<file path="src/lca_pkg.sv">
// constants shared by the line card bus access logic
// assumes one 40 MHz system clock; drawer pins pass through three-stage synchronisers
package lca_pkg;
    // exchange format on the drawer bus
    localparam int SEQ_BITS = 10;
    localparam int PAY_BITS = 8;
    localparam int CNT_W = 4;
    localparam logic [CNT_W-1:0] CNT_FIRST = 4'h1;
    localparam logic [CNT_W-1:0] CNT_RX_LAST = 4'h9;
    localparam logic [CNT_W-1:0] CNT_TX_END = 4'ha;
    localparam logic MODE_CTRL = 1'h1;
    localparam logic TX_START = 1'h1;
    // rates: drawer bit clock against system clock
    localparam int CLK_KHZ = 40000;
    localparam int BUS_CLK_KHZ = 2560;
    localparam int HALF_BIT_CYC = CLK_KHZ / (2 * BUS_CLK_KHZ);
    // control byte fields
    localparam int CB_RING = 0;
    localparam int CB_TA = 1;
    localparam int CB_CO = 2;
    localparam int CB_LOOP = 3;
    localparam int CB_BAL = 4;
    localparam int CB_LOSS = 5;
    localparam int LOSS_W = 3;
    // signaling byte fields
    localparam int SB_HOOK = 0;
    localparam int SB_RTRIP = 1;
    // synchronised pins
    localparam int P_CLK = 0;
    localparam int P_DAT = 1;
    localparam int P_HOOK = 2;
    localparam int P_RT = 3;
    localparam int P_SIL = 4;
    localparam int NPIN = 5;
    // register map, byte addresses
    localparam logic [7:0] A_CTRL = 8'h00;
    localparam logic [7:0] A_STATUS = 8'h04;
    localparam logic [7:0] A_ISTAT = 8'h08;
    localparam logic [7:0] A_IMASK = 8'h0c;
    localparam logic [7:0] A_PCM = 8'h10;
    localparam int CTRL_EN = 0;
    // interrupt events
    localparam int EV_CTRL = 0;
    localparam int EV_HOOK = 1;
    localparam int EV_RTRIP = 2;
    localparam int EV_DONE = 3;
    localparam int EV_W = 4;
    localparam logic [1:0] RESP_OKAY = 2'h0;
    localparam logic [1:0] RESP_SLVERR = 2'h2;
    typedef enum logic [1:0] {ST_IDLE, ST_RECV, ST_TURN, ST_SEND} lca_state_e;
endpackage

</file>
<file path="src/lca_access.sv">
// line card bus access logic: drawer ping-pong bus, line controls, axi regs
// assumes drawer pins are asynchronous and the drawer clock is far slower
//
// What this block does
// RULE1 - each bus transfer is exactly ten bits, PCM or signaling/control
// RULE2 - drawer sends an initialization bit, then a mode bit, then payload
// RULE3 - the mode bit chooses PCM sample or control data for the payload
// RULE4 - after ten received bits the bus turns round and the card drives
// RULE5 - card returns ten bits of PCM or signaling after the turnaround
// RULE6 - all bit timing follows the 2.56 MHz drawer clock
// RULE7 - hook and dial pulse state enter as digital supervision inputs
// RULE8 - signaling goes out only in the card's own control exchange
// RULE9 - a ringing control request operates the ringing relay driver
// RULE10 - while ringing, supervision feed is cut and ringing bus connected
// RULE11 - ring trip is reported during the silent interval of ringing
// RULE12 - receive loss for the d/a path is set by control data
// RULE13 - balance network selection is set by control data
// RULE14 - the card powers down while the line is idle
// RULE15 - loop-around code returns the received PCM byte unchanged
// RULE16 - test code drives the test access or cut-off relay driver
// RULE17 - balance selection appears on its own control output
// RULE18 - control settings hold until a later control sequence
//
// Chosen here: the register addresses and register access over AXI4-Lite.
`timescale 1ns/1ps
module lca_access (
    // system
    input wire logic aclk,
    input wire logic aresetn,
    // axi4-lite slave
    input wire logic [7:0] s_axi_awaddr,
    input wire logic [2:0] s_axi_awprot,
    input wire logic s_axi_awvalid,
    output logic s_axi_awready,
    input wire logic [31:0] s_axi_wdata,
    input wire logic [3:0] s_axi_wstrb,
    input wire logic s_axi_wvalid,
    output logic s_axi_wready,
    output logic [1:0] s_axi_bresp,
    output logic s_axi_bvalid,
    input wire logic s_axi_bready,
    input wire logic [7:0] s_axi_araddr,
    input wire logic [2:0] s_axi_arprot,
    input wire logic s_axi_arvalid,
    output logic s_axi_arready,
    output logic [31:0] s_axi_rdata,
    output logic [1:0] s_axi_rresp,
    output logic s_axi_rvalid,
    input wire logic s_axi_rready,
    output logic irq,
    // drawer bus
    input wire logic bus_clk,
    input wire logic bus_din,
    output logic bus_dout,
    output logic bus_oe,
    // supervision network
    input wire logic hook_in,
    input wire logic ring_trip_in,
    input wire logic ring_silent_in,
    // codec side
    input wire logic [7:0] transmit_pcm_stream,
    output logic [7:0] received_pcm_stream,
    output logic received_pcm_valid,
    // line controls
    output logic ringing_relay,
    output logic feed_connect,
    output logic ringing_bus_connect,
    output logic test_access_relay,
    output logic cut_off_relay,
    output logic [2:0] loss_sel,
    output logic balance_net_sel,
    output logic ring_trip_output,
    output logic power_down
);
    // pin synchronisers: three stages, change taken when 2nd and 3rd agree
    logic [lca_pkg::NPIN-1:0] pin_raw;
    logic [lca_pkg::NPIN-1:0] s1_reg, s2_reg, s3_reg, pin_reg;
    assign pin_raw = {ring_silent_in, ring_trip_in, hook_in, bus_din, bus_clk};
    genvar g;
    generate
        for (g = 0; g < lca_pkg::NPIN; g++) begin : g_sync
            always_ff @(posedge aclk) begin
                if (!aresetn) begin
                    s1_reg[g] <= 1'h0;
                    s2_reg[g] <= 1'h0;
                    s3_reg[g] <= 1'h0;
                    pin_reg[g] <= 1'h0;
                end else begin
                    s1_reg[g] <= pin_raw[g];
                    s2_reg[g] <= s1_reg[g];
                    s3_reg[g] <= s2_reg[g];
                    if (s2_reg[g] == s3_reg[g]) pin_reg[g] <= s3_reg[g]; // RULE7
                end
            end
        end
    endgenerate

    // drawer clock edges; the 40 MHz clock oversamples it about 15.6 times
    logic clk_prev_reg;
    logic rise, fall, din;
    assign rise = pin_reg[lca_pkg::P_CLK] & ~clk_prev_reg; // RULE6
    assign fall = ~pin_reg[lca_pkg::P_CLK] & clk_prev_reg; // RULE6
    assign din = pin_reg[lca_pkg::P_DAT];
    always_ff @(posedge aclk) begin
        if (!aresetn) clk_prev_reg <= 1'h0;
        else clk_prev_reg <= pin_reg[lca_pkg::P_CLK];
    end

    // software registers
    logic en_reg;
    logic [lca_pkg::EV_W-1:0] istat_reg, imask_reg, ev;
    logic [7:0] ctrl_byte_reg, tx_pcm_reg;
    logic rt_rep_reg, hook_prev_reg;

    // exchange engine
    lca_pkg::lca_state_e state_reg;
    logic [lca_pkg::CNT_W-1:0] cnt_reg;
    logic [lca_pkg::PAY_BITS:0] rx_sh_reg;
    logic [lca_pkg::SEQ_BITS-1:0] tx_sh_reg;
    logic [lca_pkg::PAY_BITS:0] rx_word;
    logic [7:0] pay, sig_byte;
    logic rx_done, rx_ctrl, tx_end;
    assign rx_word = {rx_sh_reg[lca_pkg::PAY_BITS-1:0], din};
    assign pay = rx_word[lca_pkg::PAY_BITS-1:0];
    assign rx_done = state_reg == lca_pkg::ST_RECV && rise
        && cnt_reg == lca_pkg::CNT_RX_LAST; // RULE1
    assign rx_ctrl = rx_word[lca_pkg::PAY_BITS] == lca_pkg::MODE_CTRL; // RULE3
    assign tx_end = state_reg == lca_pkg::ST_SEND && fall
        && cnt_reg == lca_pkg::CNT_TX_END; // RULE5
    assign sig_byte = {6'h00, rt_rep_reg, pin_reg[lca_pkg::P_HOOK]}; // RULE7

    // receive, turn round and send; disabled card never leaves idle
    always_ff @(posedge aclk) begin
        if (!aresetn) begin
            state_reg <= lca_pkg::ST_IDLE;
            cnt_reg <= 4'h0;
            rx_sh_reg <= 9'h000;
            tx_sh_reg <= 10'h000;
            bus_dout <= 1'h0;
            bus_oe <= 1'h0;
        end else begin
            unique case (state_reg)
                lca_pkg::ST_IDLE: begin
                    bus_oe <= 1'h0;
                    if (en_reg && rise && din) begin // RULE2
                        state_reg <= lca_pkg::ST_RECV;
                        cnt_reg <= lca_pkg::CNT_FIRST;
                    end
                end
                lca_pkg::ST_RECV: begin
                    if (rise) begin
                        rx_sh_reg <= rx_word;
                        cnt_reg <= cnt_reg + 4'h1;
                    end
                    if (rx_done) begin
                        state_reg <= lca_pkg::ST_TURN; // RULE4
                        if (rx_ctrl)
                            tx_sh_reg <= {lca_pkg::TX_START, 1'h1, sig_byte}; // RULE8
                        else if (ctrl_byte_reg[lca_pkg::CB_LOOP])
                            tx_sh_reg <= {lca_pkg::TX_START, 1'h0, pay}; // RULE15
                        else
                            tx_sh_reg <= {lca_pkg::TX_START, 1'h0, tx_pcm_reg};
                    end
                end
                lca_pkg::ST_TURN: begin
                    if (fall) begin // RULE4
                        bus_oe <= 1'h1;
                        bus_dout <= tx_sh_reg[lca_pkg::SEQ_BITS-1];
                        tx_sh_reg <= tx_sh_reg << 1;
                        cnt_reg <= lca_pkg::CNT_FIRST;
                        state_reg <= lca_pkg::ST_SEND;
                    end
                end
                lca_pkg::ST_SEND: begin
                    if (tx_end) begin
                        bus_oe <= 1'h0;
                        state_reg <= lca_pkg::ST_IDLE;
                    end else if (fall) begin // RULE5
                        bus_dout <= tx_sh_reg[lca_pkg::SEQ_BITS-1];
                        tx_sh_reg <= tx_sh_reg << 1;
                        cnt_reg <= cnt_reg + 4'h1;
                    end
                end
            endcase
        end
    end

    // control byte and received pcm; pcm exchanges leave settings alone
    always_ff @(posedge aclk) begin
        if (!aresetn) begin
            ctrl_byte_reg <= 8'h00;
            received_pcm_stream <= 8'h00;
            received_pcm_valid <= 1'h0;
            tx_pcm_reg <= 8'h00;
        end else begin
            received_pcm_valid <= rx_done && !rx_ctrl;
            tx_pcm_reg <= transmit_pcm_stream;
            if (rx_done && rx_ctrl) ctrl_byte_reg <= pay; // RULE18
            if (rx_done && !rx_ctrl) received_pcm_stream <= pay; // RULE3
        end
    end

    // line control outputs follow the held control byte
    always_ff @(posedge aclk) begin
        if (!aresetn) begin
            ringing_relay <= 1'h0;
            feed_connect <= 1'h1;
            ringing_bus_connect <= 1'h0;
            test_access_relay <= 1'h0;
            cut_off_relay <= 1'h0;
            loss_sel <= 3'h0;
            balance_net_sel <= 1'h0;
        end else begin
            ringing_relay <= ctrl_byte_reg[lca_pkg::CB_RING]; // RULE9
            feed_connect <= ~ctrl_byte_reg[lca_pkg::CB_RING]; // RULE10
            ringing_bus_connect <= ctrl_byte_reg[lca_pkg::CB_RING]; // RULE10
            test_access_relay <= ctrl_byte_reg[lca_pkg::CB_TA]; // RULE16
            cut_off_relay <= ctrl_byte_reg[lca_pkg::CB_CO]; // RULE16
            loss_sel <= ctrl_byte_reg[lca_pkg::CB_LOSS+:lca_pkg::LOSS_W]; // RULE12
            balance_net_sel <= ctrl_byte_reg[lca_pkg::CB_BAL]; // RULE13 RULE17
        end
    end

    // ring trip sampled only in silent gaps: the ringing burst itself
    // would swamp the loop current reading
    always_ff @(posedge aclk) begin
        if (!aresetn) begin
            rt_rep_reg <= 1'h0;
            ring_trip_output <= 1'h0;
            hook_prev_reg <= 1'h0;
            power_down <= 1'h0;
        end else begin
            hook_prev_reg <= pin_reg[lca_pkg::P_HOOK];
            ring_trip_output <= rt_rep_reg;
            if (!ringing_relay) rt_rep_reg <= 1'h0;
            else if (pin_reg[lca_pkg::P_SIL])
                rt_rep_reg <= pin_reg[lca_pkg::P_RT]; // RULE11
            power_down <= ~pin_reg[lca_pkg::P_HOOK] & ~ringing_relay
                & ~test_access_relay & ~cut_off_relay; // RULE14
        end
    end

    // sticky events, write one to clear; a new event beats the clear
    assign ev[lca_pkg::EV_CTRL] = rx_done && rx_ctrl;
    assign ev[lca_pkg::EV_HOOK] = pin_reg[lca_pkg::P_HOOK] ^ hook_prev_reg;
    assign ev[lca_pkg::EV_RTRIP] = rt_rep_reg & ~ring_trip_output;
    assign ev[lca_pkg::EV_DONE] = tx_end;

    // axi4-lite write side: address and data taken in either order
    logic aw_full_reg, w_full_reg;
    logic [7:0] waddr_reg;
    logic [31:0] wdata_reg;
    logic [3:0] wstrb_reg;
    logic do_wr, wb0;
    assign do_wr = aw_full_reg && w_full_reg && !s_axi_bvalid;
    assign wb0 = wstrb_reg[0];
    always_ff @(posedge aclk) begin
        if (!aresetn) begin
            s_axi_awready <= 1'h0;
            s_axi_wready <= 1'h0;
            aw_full_reg <= 1'h0;
            w_full_reg <= 1'h0;
            waddr_reg <= 8'h00;
            wdata_reg <= 32'h0000_0000;
            wstrb_reg <= 4'h0;
            s_axi_bvalid <= 1'h0;
            s_axi_bresp <= lca_pkg::RESP_OKAY;
        end else begin
            if (s_axi_awvalid && s_axi_awready) begin
                s_axi_awready <= 1'h0;
                aw_full_reg <= 1'h1;
                waddr_reg <= s_axi_awaddr;
            end else if (!aw_full_reg && !s_axi_bvalid)
                s_axi_awready <= 1'h1;
            if (s_axi_wvalid && s_axi_wready) begin
                s_axi_wready <= 1'h0;
                w_full_reg <= 1'h1;
                wdata_reg <= s_axi_wdata;
                wstrb_reg <= s_axi_wstrb;
            end else if (!w_full_reg && !s_axi_bvalid)
                s_axi_wready <= 1'h1;
            if (do_wr) begin
                aw_full_reg <= 1'h0;
                w_full_reg <= 1'h0;
                s_axi_bvalid <= 1'h1;
                unique case (waddr_reg)
                    lca_pkg::A_CTRL, lca_pkg::A_ISTAT, lca_pkg::A_IMASK,
                    lca_pkg::A_STATUS, lca_pkg::A_PCM:
                        s_axi_bresp <= lca_pkg::RESP_OKAY;
                    default: s_axi_bresp <= lca_pkg::RESP_SLVERR;
                endcase
            end else if (s_axi_bvalid && s_axi_bready)
                s_axi_bvalid <= 1'h0;
        end
    end

    // writable registers and sticky status
    always_ff @(posedge aclk) begin
        if (!aresetn) begin
            en_reg <= 1'h0;
            imask_reg <= 4'h0;
            istat_reg <= 4'h0;
            irq <= 1'h0;
        end else begin
            if (do_wr && wb0 && waddr_reg == lca_pkg::A_CTRL)
                en_reg <= wdata_reg[lca_pkg::CTRL_EN];
            if (do_wr && wb0 && waddr_reg == lca_pkg::A_IMASK)
                imask_reg <= wdata_reg[lca_pkg::EV_W-1:0];
            if (do_wr && wb0 && waddr_reg == lca_pkg::A_ISTAT)
                istat_reg <= (istat_reg & ~wdata_reg[lca_pkg::EV_W-1:0]) | ev;
            else
                istat_reg <= istat_reg | ev;
            irq <= |(istat_reg & imask_reg);
        end
    end

    // axi4-lite read side, answer one cycle after the address
    logic [31:0] rd_mux;
    logic rd_ok;
    always_comb begin
        rd_mux = 32'h0000_0000;
        rd_ok = 1'h1;
        unique case (s_axi_araddr)
            lca_pkg::A_CTRL: rd_mux[lca_pkg::CTRL_EN] = en_reg;
            lca_pkg::A_STATUS: rd_mux = {19'h00000, state_reg, power_down,
                rt_rep_reg, pin_reg[lca_pkg::P_HOOK], ctrl_byte_reg};
            lca_pkg::A_ISTAT: rd_mux[lca_pkg::EV_W-1:0] = istat_reg;
            lca_pkg::A_IMASK: rd_mux[lca_pkg::EV_W-1:0] = imask_reg;
            lca_pkg::A_PCM: rd_mux = {16'h0000, tx_pcm_reg, received_pcm_stream};
            default: rd_ok = 1'h0;
        endcase
    end
    always_ff @(posedge aclk) begin
        if (!aresetn) begin
            s_axi_arready <= 1'h0;
            s_axi_rvalid <= 1'h0;
            s_axi_rdata <= 32'h0000_0000;
            s_axi_rresp <= lca_pkg::RESP_OKAY;
        end else if (s_axi_arvalid && s_axi_arready) begin
            s_axi_arready <= 1'h0;
            s_axi_rvalid <= 1'h1;
            s_axi_rdata <= rd_mux;
            s_axi_rresp <= rd_ok ? lca_pkg::RESP_OKAY : lca_pkg::RESP_SLVERR;
        end else if (s_axi_rvalid && s_axi_rready) begin
            s_axi_rvalid <= 1'h0;
        end else if (!s_axi_rvalid)
            s_axi_arready <= 1'h1;
    end
endmodule // lca_access

</file>
<file path="config.mk">
export PLATFORM = sky130hd
export DESIGN_NAME = lca_access
export DESIGN_NICKNAME = d
export VERILOG_FILES = /design/src/lca_pkg.sv /design/src/lca_access.sv
export SDC_FILE = /design/constraint.sdc
export NUM_CORES = 1
export LEC_CHECK = 0
export BUFFER_PORTS_ARGS = -buffer_cell sky130_fd_sc_hd__buf_2
export CAP_MARGIN = 10
export CORE_UTILIZATION = 32
export CTS_BUF_LIST = sky130_fd_sc_hd__clkbuf_16
export CTS_CLUSTER_DIAMETER = 100
export CTS_CLUSTER_SIZE = 40
export DETAILED_ROUTE_END_ITERATION = 7
export GPL_TIMING_DRIVEN = 0
export SYNTH_ARGS = -nofsm -noshare
export SYNTH_HDL_FRONTEND = slang
export SYNTH_SLANG_ARGS = --single-unit
export TNS_END_PERCENT = 5
</file>
<file path="constraint.sdc">
create_clock -name aclk -period 5.2 [get_ports aclk]
set_input_delay 0.78 -clock aclk [delete_from_list [all_inputs] [get_ports aclk]]
set_output_delay 0.78 -clock aclk [all_outputs]
set_load 0.01 [all_outputs]
</file>
==> results_dict.tcl <==
set metrics [dict create \
    drive_above_1_share_pct 20.92 \
    powerDensity_nw_per_um2 396.4 \
    crit_type "flip-flop to flip-flop" \
    dp_slack_ps 2629 \
    p_leak_nw 2.910 \
    vdd_drop_max_mv 0.2189 \
    critPathSlowestCell "a2111oi_0" \
    cts.path.max_buffers 2 \
    met1_length_microns 6671 \
    dr.first_iter.drc_count 304 \
    startpoint_type "flip-flop" \
    max-cap-violations 0 \
    grt_usage_pct 16.88 \
    met2_length_microns 6416 \
    grt_pass1_wl_microns 22650 \
    drv_slew 0 \
    critPathArrivalTime_ps 2650 \
    max-slew-margin-rel_pct 49.41 \
    finalPower_mw 2.722 \
    synth_edf_count 0 \
    report.final.setup_viol 0 \
    pin_count 142 \
    drtAntennaViolNets 0 \
    die_w_microns 132.3 \
    worst-path-buf-inv 1 \
    rsz0062_at_grt "false" \
    cts_buffers 17 \
    synth_top_area_cell "dfxtp_1" \
    wl_per_cell_microns 15.22 \
    netlist_instances 583 \
    dr_wl_met3_microns 981 \
    coreArea_sq_um 16580 \
    cts_sinks 132 \
    max_freq_mhz 436.9 \
    num_vias 4560 \
    grt_pass1_vias 4273 \
    worst_slack_ps 2911 \
    min_period_ps 2289 \
    cts_setup_buffers 0 \
    async_reset_ff_share_pct 0 \
    cp.required_ps 5570 \
    post-route-drc-count 0 \
    finClkSkew_ps 6.618 \
    yosysTopAreaCellShare_pct 48.66 \
    fillers 1645 \
    dieArea_sq_um 17490 \
    top_layer_used "met5" \
    cp_top_family "compound AO/OA/AOI/OAI gates" \
    status "finished clean" \
    netlist-cell-type-count 56 \
    clk_pin_slew_ps 50 \
    dp_hpwl_microns 10070 \
    initial_core_util_pct 32.74 \
    nNetsFinal 790 \
    avgSynthCellArea_sq_um 9.314 \
    num_rows 47 \
    area_growth_pct 26.45 \
    ys_warn_count 0 \
    hold_viol 0 \
    yosys-top-cells-area "dfxtp_1, mux2i_1, a21oi_1" \
    synth_ff_type "dfxtp_1" \
    vias_per_cell 4.861 \
    regToRegSetupSlack_ps 2910 \
    clock_latency_ps 420 \
    worst_slew_pin_slew_ps 758.8 \
    cts.repair.resized 0 \
    cp-end-kind "flip-flop" \
    path_cells "inv_1 > ha_1 > nor2_1 > o21ai_0 > a2111oi_0 > a31o_2" \
    ctsHtreeMaxLevel 4 \
    seq_area_frac_synth_pct 48.66 \
    drt-total-wl_microns 14280 \
    portBuffers 85 \
    cts_hold_buf 0 \
    tns_ps 0 \
    critical_path_peak_fanout 6 \
    grt_max_degree 17 \
    firstDrtPassIters 5 \
    hold_path.class "flip-flop to flip-flop" \
    syn-cell-area_sq_um 5430 \
    place_congestion 0.8028 \
    synth_seq_cells 132 \
    grt.overflow.total 0 \
    die_h_microns 132.3 \
    tritoncts "built" \
    cp_slowest_stage_delay_ps 530 \
    largest_register_ffs 16 \
    antenna_found_initial 1 \
    finalCritPeriodShare_pct 44.01 \
    root_buffer "clkbuf_16" \
]
layer usage:
| metal | GRT usage [%] | vias up |
|---|---|---|
| met5 | 0 | - |
| met4 | 6.066 | 2 |
| met3 | 4.729 | 26 |
| met2 | 26.25 | 164 |
| met1 | 22.33 | 2097 |
| li1 | - | 2271 |
stage by stage:
stage | utilization (%) | instances | hold slack [ps] | instance area [sq um]
after floorplan | - | 600 | 411.9 | 5494
after global placement | 37.35 | 905 | 414.4 | 6195
after detailed placement | 37.35 | 905 | 418.6 | 6195
after CTS | 41.39 | 937 | 433.6 | 6864
after global routing | 41.39 | 937 | 466.0 | 6864
final | 41.41 | 938 | 430.8 | 6867
cell type report:
| type | instances | area [sq um] | area share (%) |
|---|---|---|---|
| repair buffers | 85 | 425.4 | 6.195 |
| plain buffers | 56 | 314.1 | 4.574 |
| clock inverters | 15 | 244.0 | 3.553 |
| well taps | 220 | 275.3 | 4.009 |
| multi-input cells | 403 | 2504 | 36.46 |
| inverters | 9 | 33.78 | 0.4920 |
| flip-flops and latches | 132 | 2643 | 38.48 |
| clock buffers | 17 | 425.4 | 6.195 |
| diodes | 1 | 2.502 | 0.03644 |
worst reg2reg max path, delay by kind of cell, from the launching register on:
family,cells,cell delay (ps)
flops,1,440
buf+inv,1,120
compound gates,3,1060
fa+ha+maj,1,270
simple gates,1,340
Yosys cell counts (3+ instances only):
cell type,count
nor4b_1,3
a211oi_1,9
a22oi_1,3
buf_4,21
mux2i_1,38
nand2_1,38
nand3_1,21
nand4_1,5
dfxtp_1,132
a221oi_1,10
nor4_1,3
nand3b_1,4
o21ai_0,28
buf_2,5
mux2_2,3
a21oi_1,54
a31oi_1,4
inv_1,9
and2_1,35
nor2b_1,9
ha_1,8
a32o_1,3
nor2_1,55
or3_1,4
nand2b_1,3
nand4b_1,5
nor3_1,5
a22o_1,6
clkbuf_1,27
final timing paths:
check | from | endpoint | depth (start not counted)
worst min register to register | s1_reg[1] | s2_reg[1] | 1
worst max-delay path | state_reg[0] | cnt_reg[0] | 6
worst max register to register | state_reg[0] | cnt_reg[0] | 6
worst min-delay path | s1_reg[1] | s2_reg[1] | 1
cell families (layout without fill, tap and decap cells):
| logic type | Yosys count | after routing | share of synthesized area [%] |
|---|---|---|---|
| AOI/OAI and AO/OA | 131 | 131 | 15.00 |
| xor gates and xnor gates | 2 | 2 | 0.3226 |
| adders and majority gates | 8 | 8 | 1.843 |
| buffers and inverters | 65 | 182 | 6.405 |
| DFF | 132 | 132 | 48.66 |
| muxes | 42 | 42 | 8.041 |
| other | 1 | 19 | 0.06906 |
| and+or+nand+nor | 202 | 202 | 19.65 |
power breakdown:
group          switching (mW)  internal (mW)
Combinational           0.156          0.104
Clock                   0.430          0.935
Sequential             0.0354           1.06
cell usage in the layout, fill, tap and decap left out, drive strengths merged, types with 5 or more instances in the layout:
master,instances
o21ai,28
a221oi,10
nand4,5
buf,114
a22o,6
dfxtp,132
nand4b,5
inv,12
nand3,21
nor2b,9
clkbuf,44
conb,18
a21oi,54
ha,8
bufinv,7
mux2i,38
nor3,5
clkinv,5
and2,36
nor2,55
or3,5
nand2,38
a211oi,9
(Power assumes the default switching activity.)
